--- src/rtl/dbs_pkg.sv ---
package dbs_pkg;
  localparam logic [6:0]  DEV_INFO_ADDR      = 7'h42;
  localparam logic [6:0]  BUS_COMM_ADDR      = 7'h43;
  localparam logic [15:0] STAT_RESET_VAL     = 16'h0000;
  localparam int          CRC_STAT_BIT       = 9;
  localparam int          CRC_FAIL_BIT       = 8;
  localparam int          PRIOR_HI           = 7;
  localparam int          PRIOR_LO           = 6;
  localparam int          DEV_MODE_BIT       = 4;
  localparam int          WD_CNT_HI          = 3;
  localparam int          WD_CNT_LO          = 2;
  localparam int          SPI_FAIL_BIT       = 1;
  localparam int          FAILURE_BIT        = 0;
  localparam int          CAN_TIMEOUT_FLAG_BIT          = 4;
  localparam int          SWERR_BIT          = 3;
  localparam int          CANFAIL_HI         = 2;
  localparam int          CANFAIL_LO         = 1;
  localparam int          VCANUV_BIT         = 0;
  localparam logic [1:0]  WD_CNT_MAX         = 2'h3;
  localparam logic [5:0]  SWK_ERR_LIMIT      = 6'h20;
  typedef enum logic [1:0] {
    DBS_PRIOR_CLEARED = 2'h0,
    DBS_PRIOR_RESTART = 2'h1,
    DBS_PRIOR_SLEEP   = 2'h2
  } dbs_prior_t;
  typedef enum logic [1:0] {
    DBS_CAN_OK      = 2'h0,
    DBS_CAN_TSD     = 2'h1,
    DBS_CAN_TXD_DOM = 2'h2,
    DBS_CAN_BUS_DOM = 2'h3
  } dbs_canfail_t;
  typedef enum logic [1:0] {
    DBS_TX_OFF     = 2'h0,
    DBS_TX_WAIT    = 2'h1,
    DBS_TX_ENABLED = 2'h3
  } dbs_tx_t;
endpackage : dbs_pkg

--- src/rtl/dbs_status_regs.sv ---
`timescale 1ns/1ps
//Contract
// - Reserved bits 15:10 of device info status always read zero.
// - CRC bits readable always; device info read skips CRC check.
// - CRC failure sets flag, except the static CRC enable/disable sequence.
// - Prior-state: 00 cleared, 01 failure restart or fail-safe wake, 10 sleep.
// - Sleep attempt with wake flags still set also reports sleep code.
// - Development-mode bit mirrors mode, hardware-updated only.
// - Watchdog failure count saturates at 3, device clears it itself.
// - Invalid SPI command sets SPI failure; only SPI clears it.
// - Prior-state shows state held before leaving restart.
// - Time-out sets on silence while selective wake enabled, stays set.
// - Time-out raises interrupt in Normal/Stop when mask is one.
// - Time-out clear blocked until next falling edge of interrupt output.
// - Selective-wake error on config error or counter over 32, only when enabled.
// - CAN failure: 01 thermal, 10 transmit dominant, 11 bus dominant.
// - Supply undervoltage sets flag and disables transmitter while present.
// - Supply undervoltage compared only in normal or receive-only mode.
// - Transmit dominant time-out ends on data high, wake-capable or off.
// - Bus dominant time-out ends on recessive bus, wake-capable or off.
// - Undervoltage condition ends when supply rises above threshold.
// - After any fault transmit re-enables only after data high for enable time.
module dbs_status_regs
  import dbs_pkg::*;
#(
  parameter int TX_EN_CYCLES = 8
) (
  // Clock and resets
  input  wire logic        mclk,
  input  wire logic        reset_n,
  input  wire logic        softReset,
  input  wire logic        restartReset,
  // Register read port
  input  wire logic        rdStb,
  input  wire logic [6:0]  rdAddr,
  input  wire logic        spiClrStb,
  output logic      [15:0] rdData,
  output logic             crcCheckSkip,
  // Device events
  input  wire logic        crcEnabled,
  input  wire logic        crcFailEvt,
  input  wire logic        crcStaticSeq,
  input  wire logic        failureEvt,
  input  wire logic        spiInvalidEvt,
  input  wire logic        wdFailEvt,
  input  wire logic        wdCountClr,
  input  wire logic        devModeActive,
  input  wire logic        restartExit,
  input  wire logic        fromSleep,
  input  wire logic        sleepWithFlags,
  // CAN side
  input  wire logic        selectiveWakeEnable,
  input  wire logic        canSilenceIndication,
  input  wire logic        canTimeoutIrqMask,
  input  wire logic        normalOrStop,
  input  wire logic        swkConfigErr,
  input  wire logic [5:0]  swkErrCount,
  input  wire logic        canTsd,
  input  wire logic        txdDomTimeout,
  input  wire logic        busDomTimeout,
  input  wire logic        txdHigh,
  input  wire logic        busRecessive,
  input  wire logic        canNormalOrRxOnly,
  input  wire logic        canWakeOrOff,
  input  wire logic        canSupplyBelowThr,
  input  wire logic        interruptFallEvt,
  output logic             canTimeoutIrq,
  output logic             canTxEnable
);

  logic        crcFail_r;
  logic [1:0]  prior_r;
  logic [1:0]  wdCnt_r;
  logic        spiFail_r;
  logic        failure_r;
  logic        can_timeout_flag_r;
  logic        toClrBlock_r;
  logic        swErr_r;
  logic [1:0]  canFail_r;
  logic        vcanUv_r;
  dbs_tx_t     txState_r;
  logic [7:0]  txCnt_r;
  logic        rdDev;
  logic        rdBus;
  logic        uvActive;
  logic        txdDomCond;
  logic        busDomCond;
  logic        anyFault;
  logic        clrDev;
  logic        clrBus;

  function automatic logic addrIs(input logic [6:0] a, input logic [6:0] target);
    return a == target;
  endfunction : addrIs

  assign rdDev = rdStb && addrIs(rdAddr, DEV_INFO_ADDR);
  assign rdBus = rdStb && addrIs(rdAddr, BUS_COMM_ADDR);
  assign clrDev = rdDev || (spiClrStb && addrIs(rdAddr, DEV_INFO_ADDR));
  assign clrBus = rdBus || (spiClrStb && addrIs(rdAddr, BUS_COMM_ADDR));
  assign crcCheckSkip = rdDev;
  assign uvActive = canNormalOrRxOnly && canSupplyBelowThr;
  assign txdDomCond = txdDomTimeout && !txdHigh && !canWakeOrOff;
  assign busDomCond = busDomTimeout && !busRecessive && !canWakeOrOff;
  assign anyFault = canTsd || txdDomCond || busDomCond || uvActive;
  assign canTimeoutIrq = can_timeout_flag_r && canTimeoutIrqMask && normalOrStop;
  assign canTxEnable = (txState_r == DBS_TX_ENABLED) && !anyFault;

  // Read data is registered; flags sampled before any same-cycle clear
  always_ff @(posedge mclk or negedge reset_n) begin
    if (!reset_n) begin
      rdData <= STAT_RESET_VAL;
    end else if (rdDev) begin
      rdData <= STAT_RESET_VAL;
      rdData[CRC_STAT_BIT] <= crcEnabled;
      rdData[CRC_FAIL_BIT] <= crcFail_r;
      rdData[PRIOR_HI:PRIOR_LO] <= prior_r;
      rdData[DEV_MODE_BIT] <= devModeActive;
      rdData[WD_CNT_HI:WD_CNT_LO] <= wdCnt_r;
      rdData[SPI_FAIL_BIT] <= spiFail_r;
      rdData[FAILURE_BIT] <= failure_r;
    end else if (rdBus) begin
      rdData <= STAT_RESET_VAL;
      rdData[CAN_TIMEOUT_FLAG_BIT] <= can_timeout_flag_r;
      rdData[SWERR_BIT] <= swErr_r;
      rdData[CANFAIL_HI:CANFAIL_LO] <= canFail_r;
      rdData[VCANUV_BIT] <= vcanUv_r;
    end else if (rdStb) begin
      // Unmapped reads return zero rather than the last word
      rdData <= STAT_RESET_VAL;
    end
  end

  // Device flags: set wins over clear; restart keeps these fields
  always_ff @(posedge mclk or negedge reset_n) begin
    if (!reset_n) begin
      crcFail_r <= 1'b0;
      spiFail_r <= 1'b0;
      failure_r <= 1'b0;
    end else if (softReset) begin
      crcFail_r <= 1'b0;
      spiFail_r <= 1'b0;
      failure_r <= 1'b0;
    end else begin
      if (crcFailEvt && !crcStaticSeq) crcFail_r <= 1'b1;
      else if (clrDev) crcFail_r <= 1'b0;
      if (spiInvalidEvt) spiFail_r <= 1'b1;
      else if (clrDev) spiFail_r <= 1'b0;
      if (failureEvt) failure_r <= 1'b1;
      else if (clrDev) failure_r <= 1'b0;
    end
  end

  always_ff @(posedge mclk or negedge reset_n) begin
    if (!reset_n) begin
      prior_r <= DBS_PRIOR_CLEARED;
    end else if (softReset) begin
      prior_r <= DBS_PRIOR_CLEARED;
    end else if (restartExit) begin
      prior_r <= (fromSleep || sleepWithFlags) ? DBS_PRIOR_SLEEP
                                               : DBS_PRIOR_RESTART;
    end else if (clrDev) begin
      prior_r <= DBS_PRIOR_CLEARED;
    end
  end

  // Counter is hardware-owned: only the device's own clear or a soft reset resets it
  always_ff @(posedge mclk or negedge reset_n) begin
    if (!reset_n) begin
      wdCnt_r <= 2'h0;
    end else if (softReset || wdCountClr) begin
      wdCnt_r <= 2'h0;
    end else if (wdFailEvt && wdCnt_r != WD_CNT_MAX) begin
      wdCnt_r <= wdCnt_r + 2'h1;
    end
  end

  // Time-out flag with clear blocked until the interrupt pin falls
  always_ff @(posedge mclk or negedge reset_n) begin
    if (!reset_n) begin
      can_timeout_flag_r      <= 1'b0;
      toClrBlock_r <= 1'b0;
    end else if (softReset) begin
      can_timeout_flag_r      <= 1'b0;
      toClrBlock_r <= 1'b0;
    end else begin
      // Block arms only on the rising flag; a lasting silence keeps the flag set
      if (selectiveWakeEnable && canSilenceIndication && !can_timeout_flag_r) toClrBlock_r <= 1'b1;
      else if (interruptFallEvt) toClrBlock_r <= 1'b0;
      if (selectiveWakeEnable && canSilenceIndication) can_timeout_flag_r <= 1'b1;
      else if (clrBus && !toClrBlock_r) can_timeout_flag_r <= 1'b0;
    end
  end

  always_ff @(posedge mclk or negedge reset_n) begin
    if (!reset_n) begin
      swErr_r   <= 1'b0;
      canFail_r <= DBS_CAN_OK;
      vcanUv_r  <= 1'b0;
    end else if (softReset) begin
      swErr_r   <= 1'b0;
      canFail_r <= DBS_CAN_OK;
      vcanUv_r  <= 1'b0;
    end else begin
      if (selectiveWakeEnable && (swkConfigErr || swkErrCount > SWK_ERR_LIMIT))
        swErr_r <= 1'b1;
      else if (clrBus) swErr_r <= 1'b0;
      if (busDomCond) canFail_r <= DBS_CAN_BUS_DOM;
      else if (txdDomCond) canFail_r <= DBS_CAN_TXD_DOM;
      else if (canTsd) canFail_r <= DBS_CAN_TSD;
      else if (clrBus) canFail_r <= DBS_CAN_OK;
      if (uvActive) vcanUv_r <= 1'b1;
      else if (clrBus) vcanUv_r <= 1'b0;
    end
  end

  // Transmitter re-enable after fault needs TXD high for the enable time
  always_ff @(posedge mclk or negedge reset_n) begin
    if (!reset_n) begin
      txState_r <= DBS_TX_OFF;
      txCnt_r   <= 8'h0;
    end else begin
      unique case (txState_r)
        DBS_TX_OFF, DBS_TX_WAIT: begin
          if (anyFault || !txdHigh) begin
            txState_r <= DBS_TX_WAIT;
            txCnt_r   <= 8'h0;
          end else if (txCnt_r >= 8'(TX_EN_CYCLES - 1)) begin
            txState_r <= DBS_TX_ENABLED;
          end else begin
            txCnt_r <= txCnt_r + 8'h1;
          end
        end
        // Ordinary traffic drives TXD low, so only a fault leaves this state
        DBS_TX_ENABLED: begin
          if (anyFault) begin
            txState_r <= DBS_TX_WAIT;
            txCnt_r   <= 8'h0;
          end
        end
        default: begin
          txState_r <= DBS_TX_WAIT;
          txCnt_r   <= 8'h0;
        end
      endcase
    end
  end

  property p_rsv_zero;
    @(posedge mclk) disable iff (!reset_n)
      $past(rdDev) |-> rdData[$bits(rdData) - 1:CRC_STAT_BIT + 1] == '0;
  endproperty
  a_rsv_zero: assert property (p_rsv_zero) else $error("reserved bits nonzero");
  property p_wd_sat;
    @(posedge mclk) disable iff (!reset_n)
      wdCnt_r == WD_CNT_MAX && !softReset && !wdCountClr |=> wdCnt_r == WD_CNT_MAX;
  endproperty
  a_wd_sat: assert property (p_wd_sat) else $error("wd count left max");
  property p_spi_set;
    @(posedge mclk) disable iff (!reset_n) spiInvalidEvt && !softReset |=> spiFail_r;
  endproperty
  a_spi_set: assert property (p_spi_set) else $error("spi fail not set");
  property p_crc_static;
    @(posedge mclk) disable iff (!reset_n)
      !crcFail_r && crcStaticSeq && !softReset |=> !crcFail_r;
  endproperty
  a_crc_static: assert property (p_crc_static) else $error("crc fail on static seq");
  property p_to_block;
    @(posedge mclk) disable iff (!reset_n)
      can_timeout_flag_r && toClrBlock_r && !interruptFallEvt && !softReset |=> can_timeout_flag_r;
  endproperty
  a_to_block: assert property (p_to_block) else $error("timeout cleared early");
  property p_to_set;
    @(posedge mclk) disable iff (!reset_n)
      selectiveWakeEnable && canSilenceIndication && !softReset |=> can_timeout_flag_r;
  endproperty
  a_to_set: assert property (p_to_set) else $error("timeout not set");
  property p_uv_tx;
    @(posedge mclk) disable iff (!reset_n) uvActive |-> !canTxEnable;
  endproperty
  a_uv_tx: assert property (p_uv_tx) else $error("tx on in undervoltage");
  property p_prior;
    @(posedge mclk) disable iff (!reset_n)
      restartExit && !softReset && !fromSleep && !sleepWithFlags
        |=> prior_r == DBS_PRIOR_RESTART;
  endproperty
  a_prior: assert property (p_prior) else $error("prior state wrong");
  property p_tx_wait;
    @(posedge mclk) disable iff (!reset_n) $rose(canTxEnable) |-> $past(txdHigh, 1);
  endproperty
  a_tx_wait: assert property (p_tx_wait) else $error("tx enabled without txd high");
  property p_irq;
    @(posedge mclk) disable iff (!reset_n)
      can_timeout_flag_r && canTimeoutIrqMask && normalOrStop |-> canTimeoutIrq;
  endproperty
  a_irq: assert property (p_irq) else $error("irq missing");
  property p_restart_keep;
    @(posedge mclk) disable iff (!reset_n)
      restartReset && !softReset && !restartExit && !clrDev && !wdFailEvt && !wdCountClr
        |=> prior_r == $past(prior_r) && wdCnt_r == $past(wdCnt_r);
  endproperty
  a_restart_keep: assert property (p_restart_keep) else $error("restart lost fields");
  property p_bus_dom;
    @(posedge mclk) disable iff (!reset_n)
      busDomCond && !softReset |=> canFail_r == DBS_CAN_BUS_DOM;
  endproperty
  a_bus_dom: assert property (p_bus_dom) else $error("bus dominant code missing");
  property p_rd_clr;
    @(posedge mclk) disable iff (!reset_n)
      rdDev && !spiInvalidEvt && !softReset |=> !spiFail_r;
  endproperty
  a_rd_clr: assert property (p_rd_clr) else $error("spi fail kept after read");

  c_timeout: cover property (@(posedge mclk) disable iff (!reset_n) $rose(can_timeout_flag_r));
  c_wd_max: cover property (@(posedge mclk) disable iff (!reset_n) wdCnt_r == WD_CNT_MAX);
  c_tx_back: cover property (@(posedge mclk) disable iff (!reset_n) $rose(canTxEnable));
  c_sleep: cover property (@(posedge mclk) disable iff (!reset_n) prior_r == DBS_PRIOR_SLEEP);

endmodule : dbs_status_regs

--- config.mk ---
export PLATFORM = sky130hd
export DESIGN_NAME = dbs_status_regs
export DESIGN_NICKNAME = d
export VERILOG_FILES = /design/src/rtl/dbs_pkg.sv /design/src/rtl/dbs_status_regs.sv
export SDC_FILE = /design/constraint.sdc
export NUM_CORES = 1
export LEC_CHECK = 0
export BUFFER_PORTS_ARGS = -buffer_cell sky130_fd_sc_hd__buf_2
export CELL_PAD_IN_SITES_DETAIL_PLACEMENT = 0
export CELL_PAD_IN_SITES_GLOBAL_PLACEMENT = 1
export CORE_ASPECT_RATIO = 0.8
export CORE_UTILIZATION = 32
export DETAILED_ROUTE_END_ITERATION = 10
export HOLD_SLACK_MARGIN = 0.15
export PLACE_DENSITY_LB_ADDON = 0.05
export SYNTH_ARGS = -nofsm -noshare
export SYNTH_HDL_FRONTEND = slang
export SYNTH_SLANG_ARGS = --single-unit
--- constraint.sdc ---
create_clock -name mclk -period 1.4 [get_ports mclk]
set_input_delay 0 -clock mclk [delete_from_list [all_inputs] [get_ports mclk]]
set_output_delay 0 -clock mclk [all_outputs]
set_load 0.02 [all_outputs]
**Yosys cells after proc, flatten, opt, wreduce, memory -nomap -nowiden**

Index checks and enable logic that the tools add are counted.

- Add/sub/neg operators: 2
- Magnitude comparators: 2
- Equal/unequal tests: 8
- Multiplexer cells: 40
- Reduce and logical (&&, ||, !) cells: 49

Operators with widths:

| kind | number |
|---|---|
| $mux W16 | 3 |
| $mux W2 | 14 |
| $reduce_bool A3 Y1 | 9 |
| $mux W8 | 3 |
| $logic_and A1 B1 Y1 | 18 |
| $mux W1 | 18 |
| $pmux W8 S2 | 1 |
| $eq A7 B7 Y1 const B | 2 |
| $logic_or A1 B1 Y1 | 9 |
| $add A8 B1 Y8 const B | 1 |
| $ge A8 B3 Y1 const B | 1 |
| $logic_not A1 Y1 | 7 |
| $gt A6 B6 Y1 const B | 1 |
| $ne A3 B3 Y1 const B | 2 |
| $reduce_bool A5 Y1 | 1 |
| $ne A2 B2 Y1 const B | 2 |
| $pmux W2 S2 | 1 |
| $reduce_and A2 Y1 | 2 |
| $add A2 B1 Y2 const B | 1 |
| $eq A2 B1 Y1 const B | 1 |
| $eq A2 B2 Y1 const B | 1 |
| $logic_not A2 Y1 | 1 |
| $reduce_bool A2 Y1 | 1 |
| $reduce_or A2 Y1 | 1 |

- Register bits: 39
- Bits of input ports: 44
- Output and inout bits: 19
- Logic and storage cells: 114

**Depth between registers and ports, before layout**

- Depth after elaboration: 9
- Depth in mapped cells: 6
- Depth with buffers taken out: 5

**Least setup slack after synthesis**

OpenSTA, ideal clock, no wires.

- Path type: register to register
- From: register txCnt_r[0]
- To: register txCnt_r[0]
- Library setup time: 125 ps
- Arrival: 1332 ps
- Data required time: 1275 ps
- Path slack: -57 ps
- Stages on the path, launching flop included: 6
- Path buffers: 0
- Period minus slack after synthesis: 1457 ps
- Cell sequence: dfrtp_1 > ha_1 > a21oi_1 > a21oi_1 > o211a_4 > mux2_4

- Word-level cells in the longest chain between the ends: 4
- Elaborated cells between the ends (all ways): 7
- Classes of those cells: add/sub: 1; order compare: 1; eq/ne: 1; mux: 3; reduce/logical: 1

Ends and longest elaborated chain:

| item | line | text |
|---|---|---|
| start, declared | dbs_status_regs.sv:82 | `logic [7:0] txCnt_r;` |
| start signal, assigned | dbs_status_regs.sv:230 | `txCnt_r <= txCnt_r + 8'h1;` |
| $add A8 B1 Y8 | dbs_status_regs.sv:230 |  |
| $mux W8 | dbs_status_regs.sv:227 | `end else if (txCnt_r >= 8'(TX_EN_CYCLES - 1)) begin` |
| $mux W8 | dbs_status_regs.sv:224 | `if (anyFault \|\| !txdHigh) begin` |
| $pmux W8 S2 | dbs_status_regs.sv:222 | `unique case (txState_r)` |

Parallel ways exist; a longest one is shown, timed or not. The select of a mux whose other input is x is not followed.
A chain may end at the register's enable or synchronous reset.

**Worst setup path in the final report**

- From: register txCnt_r[3]
- To: register txCnt_r[0]

- Word-level cells in the longest chain between the ends: 3

Ends and longest elaborated chain:

| item | line |
|---|---|
| $ge A8 B3 Y1 | dbs_status_regs.sv:227 |
| $ne A3 B3 Y1 (no source line) | - |
| $reduce_and A2 Y1 (no source line) | - |

No other way between the ends.

==> out/results.txt <==
# IOs = 63
largest family of logic cells by synthesized area = simple AND/OR/NAND/NOR gates
Least-Margin Pin Slew = 0.710 ns
synth unique cells = 40
synthesized cell area = 1570 sq um
vias per std cell = 4.58
CTS tree = done
max-slew violation count = 0
Pwr per Cell Area = 861 nW/um^2
Peak VDD IR = 0.000535 V
Max transition margin = 0.526
row count = 22
NetSw = 468 uW
mux share of post-synthesis cell area = 0.0519
Comb power frac = 0.148
DIE AREA = 5180 sq um
die height = 64.6 microns
share of cells above drive strength 1 = 0.374
min Tclk post-route = 1.43 ns
Antenna Nets Post-Route = 0
Setup Crit Path Kind = reg2reg
cell count after synthesis = 153
register area = 801 sq um
Routed WL = 3850 microns
# clock sinks = 32
failing checks = setup timing
initial antenna violation count = 0
CP arrival = 1.60 ns
type of element capturing the critical path = register
sequential fraction of the synthesis area = 0.511
CTS H-tree depth = 2
clock power share = 0.371
Inserted Clock Buffers = 5
Post-Synth Simple-Gate Area = 0.188
Hold WC Path Type = in2reg
setup slack at placement = -0.0282 ns
Int Power = 1550 uW
sw frac = 0.232
vias in the first global route = 1357
nets = 292
final worst slack = -0.0332 ns
GRT Total Usage = 0.166
clock root cell = clkbuf_8
fill count = 460
Hold Vio Cnt, Final = 0
area leader, netlist = dfrtp_1
number of remaining DRC errors = 0
synthesized area per cell = 10.2 sq um
HPWL Detailed = 2660 microns
port buffer count = 54
WL per Instance = 12.6 microns
Clk pin slew, worst setup/hold paths = 0.06 ns
area grow syn2layout = 49.2%
Setup Viol. Count Final = 2
Max clock buf depth = 2
RSZ-0062 raised after global routing = true
drt first pass iters = 4
final hold slack = 0.167 ns
most common cell after layout, fill and taps aside = buf_2
Die W = 80.3 microns
leakage = 0.00115 uW
first-pass GRT wire length = 6290 microns
Yosys reg bits = 32
critical path data required time = 1.57 ns
Tcrit/Tclk final = 1.02
Clock Latency Late Sink = 0.28 ns
Starting Density = 0.337
xor/xnor share of the synthesized area = 0.00559
max-capacitance violation count = 0
skew final = 0.00259 ns
crit path launch type = register
largest net degree at the start of global routing = 33
Synth Warn # = 0
area of the multi-input gates = 693 sq um
Synth top area share = 0.511
Flop pwr share = 0.481
total number of vias = 1400
status = finished, violations left
ANT cells = 0
routability-driven placement congestion ratio = 0.772
most frequent cells in the layout = 53 x buf_2, 32 x dfrtp_1, 28 x dlygate4sd3_1
crit-path max FO = 7
Synth Area in Adders = 0.0160
GRT overflow = 0
Placeable Area = 4650 sq um
synth top area cells = dfrtp_1 51%, nand2_1 4.3%, mux2_2 3.6%, buf_4 3.4%, o21ai_0 3.2%
Compound-Gate Fraction of Synth Area = 0.151
initial DRC count = 26
FMAX = 0.698 GHz
==> Yosys cell counts <==
master / count
nand2_1: 18
o22ai_1: 6
and3_1: 2
mux2_4: 1
mux2i_1: 1
and4_1: 1
buf_4: 7
nor2_1: 5
o21ai_0: 10
a41oi_1: 1
a211oi_1: 2
nand3b_1: 2
a22o_1: 1
ha_1: 2
conb_1: 1
dfrtp_1: 32
or2_2: 1
nor4b_4: 1
nor2b_1: 2
nor4_2: 1
a21o_1: 1
clkbuf_1: 3
nor3_1: 2
and2_2: 4
mux2_2: 5
nand4b_1: 1
o31ai_1: 1
a41oi_2: 1
nand4_1: 1
and3b_2: 1
a21oi_1: 9
xnor2_1: 1
inv_1: 13
o21a_1: 2
or4_1: 1
buf_2: 1
and2_1: 1
nand2b_1: 6
o211a_4: 1
a22oi_1: 1
==> per-stage QoR <==
step / std cells / util / power (uW) / setup TNS (ns) / cell area (sq um)
final: 306 / 0.503 / 2010 / -0.0430 / 2340
after global routing: 306 / 0.503 / 2140 / -0.451 / 2340
after floorplan: 159 / - / 1110 / 0 / 1600
after detailed placement: 267 / 0.411 / 1220 / -0.0385 / 1910
after CTS: 304 / 0.495 / 2040 / -0.0354 / 2300
after global placement: 267 / 0.411 / 1210 / -0.00892 / 1910
==> timing repair <==
| item | in CTS | in global routing |
|---|---|---|
| endpoints found under the setup margin | 3 | 11 |
| gates resized for setup | 0 | 8 |
| setup buffers | 1 | 2 |
| endpoints found under the hold margin | 56 | 0 |
| hold buffers | 29 | 0 |
| pin swaps | 2 | 5 |
==> power groups by stage <==
stage	Combinational, uW	Clock (uW)	Sequential, uW
after CTS	292	778	968
after detailed placement	230	0	985
final	299	747	968
after floorplan	127	0	981
after global routing	329	836	970
after global placement	225	0	985
==> layer usage <==
layer  track usage  part of all wire  up-vias
li1              -                 -      695
met1         0.219              0.48      656
met2         0.260              0.46       44
met3        0.0423             0.046        5
met4        0.0670             0.012        0
met5             0                 0        -
==> final timing paths <==
check	depth (start not counted)	slack, ns	startpoint	to
max	4	-0.03	txCnt_r[3]	txCnt_r[0]
min	4	0.17	devModeActive	rdData[4]
max reg2reg	4	-0.03	txCnt_r[3]	txCnt_r[0]
min reg2reg	2	0.48	spiFail_r	spiFail_r
max in group asynchronous	2	0.64	reset_n	rdData[8]
min in group asynchronous	2	0.31	reset_n	wdCnt_r[0]
==> state kept, by name (all words and copies together) (netlist names) <==
register,count
toClrBlock_r,1
txState_r,2
failure_r,1
txCnt_r,8
crcFail_r,1
rdData,9
vcanUv_r,1
canFail_r,2
can_timeout_flag_r,1
prior_r,2
swErr_r,1
spiFail_r,1
wdCnt_r,2
==> worst max-delay path, cell delays in order, from the launching register on <==
cell	delay, ns
dfrtp_1	0.39
nor4_2	0.30
a21oi_1	0.12
o211a_4	0.26
mux2_4	0.25
==> logic make-up after synthesis <==
logic type	Yosys count
xor gates and xnor gates	1
other	1
muxes	7
adders and majority gates	2
and+or+nand+nor	50
DFF	32
AOI/OAI and AO/OA	36
buffers and inverters	24
==> layout make-up <==
type / instances / area share
flip-flops and latches: 32 / 0.342
multi-input cells: 103 / 0.296
repair buffers: 91 / 0.267
clock buffers: 7 / 0.0412
well taps: 60 / 0.0321
inverters: 13 / 0.0209
Note: power is estimated with default switching activity, not from simulation.
